===== src/hdl/xfi_pkg.sv =====
// Package: constants, register map and carrier types of the flag interlock block
package xfi_pkg;

   // ------------------------------------------------------------
   // Timing
   // ------------------------------------------------------------
   localparam int unsigned CLK_PERIOD_NS    = 10;
   localparam int unsigned PHASE_PERIOD_NS  = 20;
   localparam int unsigned PHASE_DIV        = PHASE_PERIOD_NS / CLK_PERIOD_NS;
   localparam int unsigned HOLD_GRANT_H_CYC = 9;
   localparam int unsigned HOLD_GRANT_MAX   = HOLD_GRANT_H_CYC * PHASE_DIV;
   localparam int unsigned RESET_MIN_H_CYC  = 10;
   localparam int unsigned SYNC_W           = 4;

   // ------------------------------------------------------------
   // Register map
   // ------------------------------------------------------------
   localparam logic [7:0] FLAG_CTRL_OFS = 8'h00;
   localparam logic [7:0] BUS_CTRL_OFS  = 8'h04;
   localparam logic [7:0] STATUS_OFS    = 8'h08;
   localparam int         DIR0_POS      = 1;
   localparam int         OUT0_POS      = 2;
   localparam int         IN0_POS       = 3;
   localparam int         DIR1_POS      = 5;
   localparam int         OUT1_POS      = 6;
   localparam int         IN1_POS       = 7;
   localparam int         WAIT_LSB      = 0;
   localparam int         STAT_HOLD_POS = 4;
   localparam logic [2:0] WAIT_RESET    = 3'h7;
   localparam logic [1:0] DIR_RESET     = 2'h0;
   localparam logic [1:0] OUT_RESET     = 2'h0;
   localparam logic [1:0] IN_RESET      = 2'h0;
   localparam logic [7:0] ASYNC_OFF     = 8'h00;
   localparam logic [7:0] ASYNC_ON      = 8'hFF;

   // ------------------------------------------------------------
   // Types
   // ------------------------------------------------------------
   typedef enum logic [1:0] {
      XFI_OP_LOAD   = 2'h0,
      XFI_OP_STORE  = 2'h1,
      XFI_OP_SIGNAL = 2'h2
   } xfi_op_t;

   typedef enum logic [2:0] {
      XFI_IDLE       = 3'h0,
      XFI_LOAD_WAIT  = 3'h1,
      XFI_SIG_WAIT   = 3'h3,
      XFI_SIG_RAISE  = 3'h2,
      XFI_STORE_WAIT = 3'h6
   } xfi_state_t;

   typedef struct packed {
      logic        psel;
      logic        penable;
      logic        pwrite;
      logic [7:0]  paddr;
      logic [31:0] pwdata;
   } xfi_apb_req_t;

   typedef struct packed {
      logic        pready;
      logic        pslverr;
      logic [31:0] prdata;
   } xfi_apb_rsp_t;

   typedef struct packed {
      logic        valid;
      xfi_op_t     op;
      logic        conflict;
      logic [23:0] addr;
   } xfi_cmd_t;

   typedef struct packed {
      logic        cmd_done;
      logic        store_addr_valid;
      logic [23:0] store_addr;
   } xfi_done_t;

   function automatic int dir_pos(input int i);
      return (i == 0) ? DIR0_POS : DIR1_POS;
   endfunction

   function automatic int out_pos(input int i);
      return (i == 0) ? OUT0_POS : OUT1_POS;
   endfunction

   function automatic int in_pos(input int i);
      return (i == 0) ? IN0_POS : IN1_POS;
   endfunction

endpackage

===== src/hdl/xfi_flag_interlock.sv =====
// Flag pins, interlock handshake, bus hold grant and reset handling with APB registers
//
// How it works
// - Interlocked load lowers flag zero at phase three, samples flag one at phase one.
// - Signal interlock lowers then raises flag zero, sampling flag one between.
// - Interlocked store raises flag zero at the start of execute.
// - Store address goes out at execute, held off while a conflict stalls it.
// - Output pins follow output-value bits 2 and 6 after phase three.
// - Direction bits 1 and 5 choose input or output per flag pin.
// - Sampled input levels appear in bits 3 and 7.
// - Output to input: release at phase three, capture at next phase one; the code reads the new level first at the third phase one.
// - Input to output: start driving at phase three.
// - Reset taken at any time; internal reset begins up to four clock cycles after the pin.
// - Reset releases flag, serial and timer pins without waiting for a clock.
// - Reset sets the bus wait-state field to seven.
// - Hold request during reset is granted within nine phase cycles.
// - Reset puts both flag pins and other async pins in high impedance.
`timescale 1ns/1ps
module xfi_flag_interlock (
   // Clock and reset
   input  wire logic                  clk_sys,
   input  wire logic                  resetn,
   // APB slave
   input  xfi_pkg::xfi_apb_req_t      apb_req,
   output xfi_pkg::xfi_apb_rsp_t      apb_rsp,
   // Interlock commands from the core
   input  xfi_pkg::xfi_cmd_t          cmd,
   output xfi_pkg::xfi_done_t         done,
   // Flag pins
   input  wire logic [1:0]            flag_pin_i,
   output logic      [1:0]            flag_pin_o,
   output logic      [1:0]            flag_pin_oe,
   // Bus hold and bus control
   input  wire logic                  hold_req,
   output logic                       hold_acknowledge,
   output logic      [2:0]            bus_wait_states,
   // Enable for serial and timer pin drivers
   output logic      [7:0]            async_pin_enable
);
   import xfi_pkg::*;

   // ------------------------------------------------------------
   // Synchronisers and phase strobes
   // ------------------------------------------------------------
   logic [SYNC_W-1:0] raw_in;
   logic [SYNC_W-1:0] sync_in;
   logic [1:0]        flag_s;
   logic              hold_s;
   logic              rstn_s;
   logic              rst_int;
   logic              h3;
   logic              h1;

   assign raw_in  = {resetn, hold_req, flag_pin_i};
   assign flag_s  = sync_in[1:0];
   assign hold_s  = sync_in[2];
   assign rstn_s  = sync_in[3];
   // Filtered reset trails the pin by up to four cycles
   assign rst_int = !rstn_s;

   xfi_pin_sync u_sync (
      .clk_sys (clk_sys),
      .raw_i   (raw_in),
      .sync_o  (sync_in)
   );

   xfi_phase_gen u_phase (
      .clk_sys          (clk_sys),
      .rst              (rst_int),
      .phase_three_rise (h3),
      .phase_one_fall   (h1)
   );

   // ------------------------------------------------------------
   // APB decode
   // ------------------------------------------------------------
   logic wr_en;
   logic wr_flag;
   logic wr_bus;

   assign wr_en   = apb_req.psel && apb_req.penable && apb_rsp.pready && apb_req.pwrite;
   assign wr_flag = wr_en && (apb_req.paddr == FLAG_CTRL_OFS);
   assign wr_bus  = wr_en && (apb_req.paddr == BUS_CTRL_OFS);

   // ------------------------------------------------------------
   // Interlock sequencer
   // ------------------------------------------------------------
   xfi_state_t state_reg;
   xfi_state_t state_next;
   logic       lower0;
   logic       raise0;
   logic       fin;
   logic       addr_go;
   logic       accept;

   assign accept = h3 && cmd.valid && !done.cmd_done;

   always_comb begin
      state_next = state_reg;
      lower0     = 1'b0;
      raise0     = 1'b0;
      fin        = 1'b0;
      addr_go    = 1'b0;
      case (state_reg)
         XFI_IDLE: begin
            if (accept) begin
               case (cmd.op)
                  XFI_OP_LOAD: begin
                     lower0     = 1'b1;
                     state_next = XFI_LOAD_WAIT;
                  end
                  XFI_OP_SIGNAL: begin
                     lower0     = 1'b1;
                     state_next = XFI_SIG_WAIT;
                  end
                  XFI_OP_STORE: begin
                     raise0 = 1'b1;
                     if (!cmd.conflict) begin
                        addr_go = 1'b1;
                        fin     = 1'b1;
                     end else begin
                        state_next = XFI_STORE_WAIT;
                     end
                  end
                  default: begin
                     fin = 1'b1;
                  end
               endcase
            end
         end
         XFI_LOAD_WAIT: begin
            // Load completes only once the partner shows flag one low
            if (h1 && !flag_s[1]) begin
               fin        = 1'b1;
               state_next = XFI_IDLE;
            end
         end
         XFI_SIG_WAIT: begin
            if (h1 && !flag_s[1]) begin
               state_next = XFI_SIG_RAISE;
            end
         end
         XFI_SIG_RAISE: begin
            if (h3) begin
               raise0     = 1'b1;
               fin        = 1'b1;
               state_next = XFI_IDLE;
            end
         end
         XFI_STORE_WAIT: begin
            if (h3 && !cmd.conflict) begin
               addr_go    = 1'b1;
               fin        = 1'b1;
               state_next = XFI_IDLE;
            end
         end
         default: begin
            state_next = XFI_IDLE;
         end
      endcase
   end

   always_ff @(posedge clk_sys) begin
      if (rst_int) begin
         state_reg <= XFI_IDLE;
      end else begin
         state_reg <= state_next;
      end
   end

   always_ff @(posedge clk_sys) begin
      if (rst_int) begin
         done <= '0;
      end else begin
         done.cmd_done         <= fin;
         done.store_addr_valid <= addr_go;
         if (addr_go) begin
            done.store_addr <= cmd.addr;
         end
      end
   end

   // ------------------------------------------------------------
   // Flag control register
   // ------------------------------------------------------------
   logic [1:0] dir_reg;
   logic [1:0] out_reg;
   logic [1:0] in_reg;
   logic [1:0] dir_next;
   logic [1:0] out_next;

   // Sequencer wins over a software write in the same cycle
   always_comb begin
      dir_next = dir_reg;
      out_next = out_reg;
      for (int i = 0; i < 2; i++) begin
         if (wr_flag) begin
            dir_next[i] = apb_req.pwdata[dir_pos(i)];
            out_next[i] = apb_req.pwdata[out_pos(i)];
         end
      end
      if (lower0) begin
         out_next[0] = 1'b0;
      end
      if (raise0) begin
         out_next[0] = 1'b1;
      end
   end

   always_ff @(posedge clk_sys) begin
      if (rst_int) begin
         dir_reg <= DIR_RESET;
         out_reg <= OUT_RESET;
      end else begin
         dir_reg <= dir_next;
         out_reg <= out_next;
      end
   end

   // Pins only change at phase three, so direction and value move together.
   // Async clear keeps the pins released while the clock may not be running.
   always_ff @(posedge clk_sys or negedge resetn) begin
      if (!resetn) begin
         flag_pin_oe <= DIR_RESET;
         flag_pin_o  <= OUT_RESET;
      end else if (rst_int) begin
         flag_pin_oe <= DIR_RESET;
         flag_pin_o  <= OUT_RESET;
      end else if (h3) begin
         flag_pin_oe <= dir_next;
         flag_pin_o  <= out_next;
      end
   end

   always_ff @(posedge clk_sys or negedge resetn) begin
      if (!resetn) begin
         async_pin_enable <= ASYNC_OFF;
      end else if (rst_int) begin
         async_pin_enable <= ASYNC_OFF;
      end else begin
         async_pin_enable <= ASYNC_ON;
      end
   end

   // Capture only while undriven; flag_s lags, so the first two phase-one captures after release still read the pre-release level
   always_ff @(posedge clk_sys) begin
      if (rst_int) begin
         in_reg <= IN_RESET;
      end else begin
         for (int i = 0; i < 2; i++) begin
            if (h1 && !flag_pin_oe[i]) begin
               in_reg[i] <= flag_s[i];
            end
         end
      end
   end

   // ------------------------------------------------------------
   // Bus control and hold
   // ------------------------------------------------------------
   always_ff @(posedge clk_sys) begin
      if (rst_int) begin
         bus_wait_states <= WAIT_RESET;
      end else if (wr_bus) begin
         bus_wait_states <= apb_req.pwdata[WAIT_LSB +: 3];
      end
   end

   // Hold logic follows the request every cycle during reset, so a request made during reset is granted
   always_ff @(posedge clk_sys) begin
      if (h3 || rst_int) begin
         hold_acknowledge <= hold_s;
      end
   end

   // ------------------------------------------------------------
   // APB response
   // ------------------------------------------------------------
   logic [31:0] flag_view;
   logic [31:0] rd_mux;
   logic        addr_ok;

   always_comb begin
      flag_view = 32'h0;
      for (int i = 0; i < 2; i++) begin
         flag_view[dir_pos(i)] = dir_reg[i];
         flag_view[out_pos(i)] = out_reg[i];
         flag_view[in_pos(i)]  = in_reg[i];
      end
   end

   always_comb begin
      rd_mux  = 32'h0;
      addr_ok = 1'b1;
      case (apb_req.paddr)
         FLAG_CTRL_OFS: rd_mux = flag_view;
         BUS_CTRL_OFS:  rd_mux[WAIT_LSB +: 3] = bus_wait_states;
         STATUS_OFS: begin
            rd_mux[2:0]           = state_reg;
            rd_mux[STAT_HOLD_POS] = hold_acknowledge;
         end
         default: addr_ok = 1'b0;
      endcase
   end

   // Answer is registered from the setup cycle: zero wait states
   always_ff @(posedge clk_sys) begin
      if (rst_int) begin
         apb_rsp <= '0;
      end else if (apb_req.psel && !apb_req.penable) begin
         apb_rsp.pready  <= 1'b1;
         apb_rsp.pslverr <= !addr_ok;
         apb_rsp.prdata  <= apb_req.pwrite ? 32'h0 : rd_mux;
      end else begin
         apb_rsp <= '0;
      end
   end

   // ------------------------------------------------------------
   // Assertions
   // ------------------------------------------------------------
   localparam int HOLD_BOUND = HOLD_GRANT_MAX;
endmodule // xfi_flag_interlock


===== src/hdl/xfi_phase_gen.sv =====
// Phase enable generator: one-cycle strobes for phase three rise and phase one fall
`timescale 1ns/1ps
module xfi_phase_gen (
   // Clock and reset
   input  wire logic clk_sys,
   input  wire logic rst,
   // Phase strobes
   output logic      phase_three_rise,
   output logic      phase_one_fall
);
   import xfi_pkg::*;

   logic [3:0] cnt_reg;

   always_ff @(posedge clk_sys) begin
      if (rst || cnt_reg == 4'(PHASE_DIV - 1)) begin
         cnt_reg <= 4'h0;
      end else begin
         cnt_reg <= cnt_reg + 4'h1;
      end
   end

   // Strobes sit half a phase period apart
   always_ff @(posedge clk_sys) begin
      phase_three_rise <= !rst && (cnt_reg == 4'h0);
      phase_one_fall   <= !rst && (cnt_reg == 4'(PHASE_DIV / 2));
   end

endmodule // xfi_phase_gen


===== src/hdl/xfi_pin_sync.sv =====
// Three-stage synchroniser with agreement filter for asynchronous inputs
`timescale 1ns/1ps
module xfi_pin_sync (
   // Clock
   input  wire logic                       clk_sys,
   // Raw and filtered levels
   input  wire logic [xfi_pkg::SYNC_W-1:0] raw_i,
   output logic      [xfi_pkg::SYNC_W-1:0] sync_o
);
   import xfi_pkg::*;

   genvar g;
   generate
      for (g = 0; g < SYNC_W; g++) begin : g_bit
         logic s1_reg;
         logic s2_reg;
         logic s3_reg;
         always_ff @(posedge clk_sys) begin
            s1_reg <= raw_i[g];
            s2_reg <= s1_reg;
            s3_reg <= s2_reg;
         end
         // A change counts only once two late stages agree
         always_ff @(posedge clk_sys) begin
            if (s2_reg == s3_reg) begin
               sync_o[g] <= s3_reg;
            end
         end
      end
   endgenerate

endmodule // xfi_pin_sync


===== config.mk =====
export PLATFORM = sky130hd
export DESIGN_NAME = xfi_flag_interlock
export DESIGN_NICKNAME = d
export VERILOG_FILES = /design/src/hdl/xfi_pkg.sv /design/src/hdl/xfi_flag_interlock.sv /design/src/hdl/xfi_phase_gen.sv /design/src/hdl/xfi_pin_sync.sv
export SDC_FILE = /design/constraint.sdc
export NUM_CORES = 1
export LEC_CHECK = 0
export ABC_AREA = 0
export BUFFER_PORTS_ARGS = -buffer_cell sky130_fd_sc_hd__buf_2
export CAP_MARGIN = 20
export CELL_PAD_IN_SITES_DETAIL_PLACEMENT = 1
export CELL_PAD_IN_SITES_GLOBAL_PLACEMENT = 1
export CORE_MARGIN = 4
export CORE_UTILIZATION = 33
export DETAILED_ROUTE_END_ITERATION = 8
export PLACE_DENSITY_LB_ADDON = 0.1
export SETUP_SLACK_MARGIN = 0.15
export SLEW_MARGIN = 20
export SYNTH_ARGS = -nofsm -noshare
export SYNTH_HDL_FRONTEND = slang
export SYNTH_SLANG_ARGS = --single-unit

===== constraint.sdc =====
create_clock -name clk_sys -period 2.1 [get_ports clk_sys]
set_input_delay 0.42 -clock clk_sys [delete_from_list [all_inputs] [get_ports clk_sys]]
set_output_delay 0.42 -clock clk_sys [all_outputs]
set_load 0.02 [all_outputs]

==> out/results.txt <==
area delta synth->final = 23.5%
initial antenna violation count = 0
Filler Cell Count = 1113
Yosys reg bits = 76
clock power share = 32.1%
Rel. slew slack = 65.3%
Ys Warns = 0
CTS clk-pin slew, worst paths = 0.08 ns
Distinct cells, synth = 39
Detail Placement HPWL = 5130 um
DRT Pass-1 Iters = 4
CTS tree = done
R2R cell count = 6
Slew @ Worst Pin = 0.521 ns
via/cell ratio = 4.28
Post-Syn Area = 3170 sq um
critical path startpoint category = flip-flop
hold path startpoint = flag_pin_i[1]
maximum VDD drop = 511 uV
R2R Path End = done[16]
Sw Ratio = 28.6%
largest reg by FF count = done
Gate power share = 14.9%
max FFs per register = 26
die height = 106 um
Post-Route WL = 6900 um
Worst Hold Class = in2reg
crit path max fanout = 13
pwr dens = 768 nW/um^2
Slew Limit Fails = 0
maximum capacitance violations = 0
Final ANT Viol Nets = 0
setup TNS = 0 ns
grt total ovfl = 0
DRC = 0
clk sinks = 76
die area = 11200 sq um
largest net degree at the start of global routing = 59
Place WS = 0.153 ns
final hold vios = 0
final worst slack = 0.245 ns
syn_area_per_cell = 9.96 sq um
leakage = 1.83 nW
vias = 2373
Diodes inserted = 0
Die W = 106 um
largest registers = done: 26 flops, apb_rsp: 10 flops
commonest non-fill, non-tap cells in the layout = buf_2, dfxtp_1, nand2_1
Clk Latency, worst-skew pair = 0.34 ns
hold path depth = 1
FF-to-FF setup slack = 0.25 ns
global-route wire length before repair = 10800 um
TritonCTS buffer count = 9
kind of critical path = reg2reg
fin crit period = 1.85 ns
final worst clock skew = 0.0123 ns
CP endpoint kind = flip-flop
CTS root buffer = clkbuf_8
sequential area share after synthesis = 50.4%
GRT Total Usage = 12.0%
H-tree depth = 3
Rows = 35
I/O Pins = 152
critical path data arrival time = 2.12 ns
leading cell type in the layout, fill and taps excluded = buf_2
nets = 505
Starting Density = 34.1%
Reg power frac = 52.9%
GPL Wtd Cong = 0.738
Int Power = 2.14 mW
layout cells sized above 1 = 31.0%
Net Sw Power = 0.859 mW
hold path endpoint = u_sync.g_bit[1].s1_reg
count of final setup violators = 0
Max Root-Sink Buffers = 2
final core occ = 42.1%
Crit path required time = 2.36 ns
FF-to-FF Start = state_reg[2]
Port Buf Inserts = 100
wire per inst = 12.4 um
status = finished clean
fmax = 539 MHz
Initial DRC Count = 63
vias in the first global route = 2274
Final period util = 88.3%
Post-Syn Instances = 318
RSZ-0062 raised after global routing = false
core footprint = 9280 sq um
-- synth_stat cells --
cell | number | area share (%)
a21boi_0 | 2 | 0.47
a21oi_1 | 9 | 1.4
a221oi_1 | 1 | 0.28
a22oi_1 | 2 | 0.47
a31oi_1 | 1 | 0.20
and2_1 | 8 | 1.6
and3_1 | 5 | 0.99
and3b_1 | 1 | 0.28
and4_1 | 1 | 0.28
and4b_1 | 1 | 0.32
buf_4 | 31 | 7.3
buf_8 | 2 | 0.95
clkbuf_1 | 10 | 1.2
conb_1 | 1 | 0.12
dfrtp_1 | 5 | 4.0
dfxtp_1 | 66 | 42
edfxtp_1 | 5 | 4.7
ha_1 | 8 | 3.2
inv_1 | 11 | 1.3
mux2i_1 | 35 | 11
nand2_1 | 56 | 6.6
nand2b_1 | 3 | 0.59
nand3_1 | 1 | 0.16
nand3b_1 | 1 | 0.24
nand4_1 | 2 | 0.40
nor2_1 | 13 | 1.5
nor2b_1 | 12 | 2.4
nor3_1 | 1 | 0.16
nor3_4 | 1 | 0.51
nor4_1 | 3 | 0.59
nor4b_1 | 2 | 0.55
o21a_1 | 1 | 0.24
o21a_4 | 1 | 0.47
o21ai_0 | 7 | 1.1
o21bai_1 | 1 | 0.24
o221a_2 | 1 | 0.36
or2_2 | 1 | 0.20
or4b_4 | 1 | 0.43
xnor2_1 | 5 | 1.4
-- stage by stage --
step                      cells  instance area [sq um]  hold WS (ns)  power [mW]
final                       555                   3910         0.182        3.00
after global routing        555                   3910         0.157        3.20
after CTS                   551                   3860         0.157        3.06
after detailed placement    534                   3680         0.261        2.07
after global placement      534                   3680         0.261        2.06
after floorplan             341                   3250         0.124        1.96
-- final cells by class --
class | instances | area [sq um] | area share, %
Tap cell | 129 | 161 | 4.13
Clock inverter | 6 | 40.0 | 1.02
Timing Repair Buffer | 112 | 627 | 16.0
Inverter | 11 | 41.3 | 1.06
Clock buffer | 10 | 128 | 3.26
Multi-Input combinational cell | 211 | 1320 | 33.6
Sequential cell | 76 | 1600 | 40.9
-- cell families after synthesis --
family	Yosys count	share of synthesized area, %
muxes	35	11.1
AOI/OAI and AO/OA	26	5.25
and+or+nand+nor	113	17.8
other	1	0.118
adders and majority gates	8	3.16
xor gates and xnor gates	5	1.38
DFF	76	50.4
buffers and inverters	54	10.8
-- timing repair --
| action | 4_1_cts | 5_1_grt |
|---|---|---|
| gates resized for setup | 0 | 1 |
| hold buffers | 1 | 0 |
| endpoints found under the setup margin | 0 | 3 |
| setup buffers | 0 | 2 |
| hold endpoints to repair | 5 | 0 |
-- layer usage --
metal	track usage (%)	part of all wire [%]	up-vias
met5	0	0	-
met4	5.00	1.2	0
met3	3.40	6.6	8
met2	19.0	47	70
met1	15.2	45	1100
li1	-	-	1195
-- worst max path at each step --
stage,startpoint,endpoint,slack (ns),depth (start not counted)
floorplan,state_reg[1],done[10],0.18,5
detailed placement,cmd[27],done[20],0.15,6
global route,state_reg[2],done[15],0.15,6
global placement,cmd[27],done[20],0.18,6
CTS,state_reg[2],done[16],0.23,5
finish,state_reg[2],done[16],0.25,6
-- critical path, cell delays in order, from the launching register on --
cell     delay (ns)
dfxtp_2        0.35
or4b_4         0.54
o21a_4         0.22
nor3_4         0.18
buf_4          0.14
buf_12         0.14
mux2i_1        0.19
-- power groups by stage --
stage	sequential [mW]	clock (mW)	combinational, mW
floorplan	1.65	0	0.306
CTS	1.59	1.02	0.450
detailed placement	1.62	0	0.446
global route	1.60	1.09	0.502
finish	1.59	0.965	0.448
global placement	1.62	0	0.441
No activity file was read; power rests on OpenSTA's default activity.
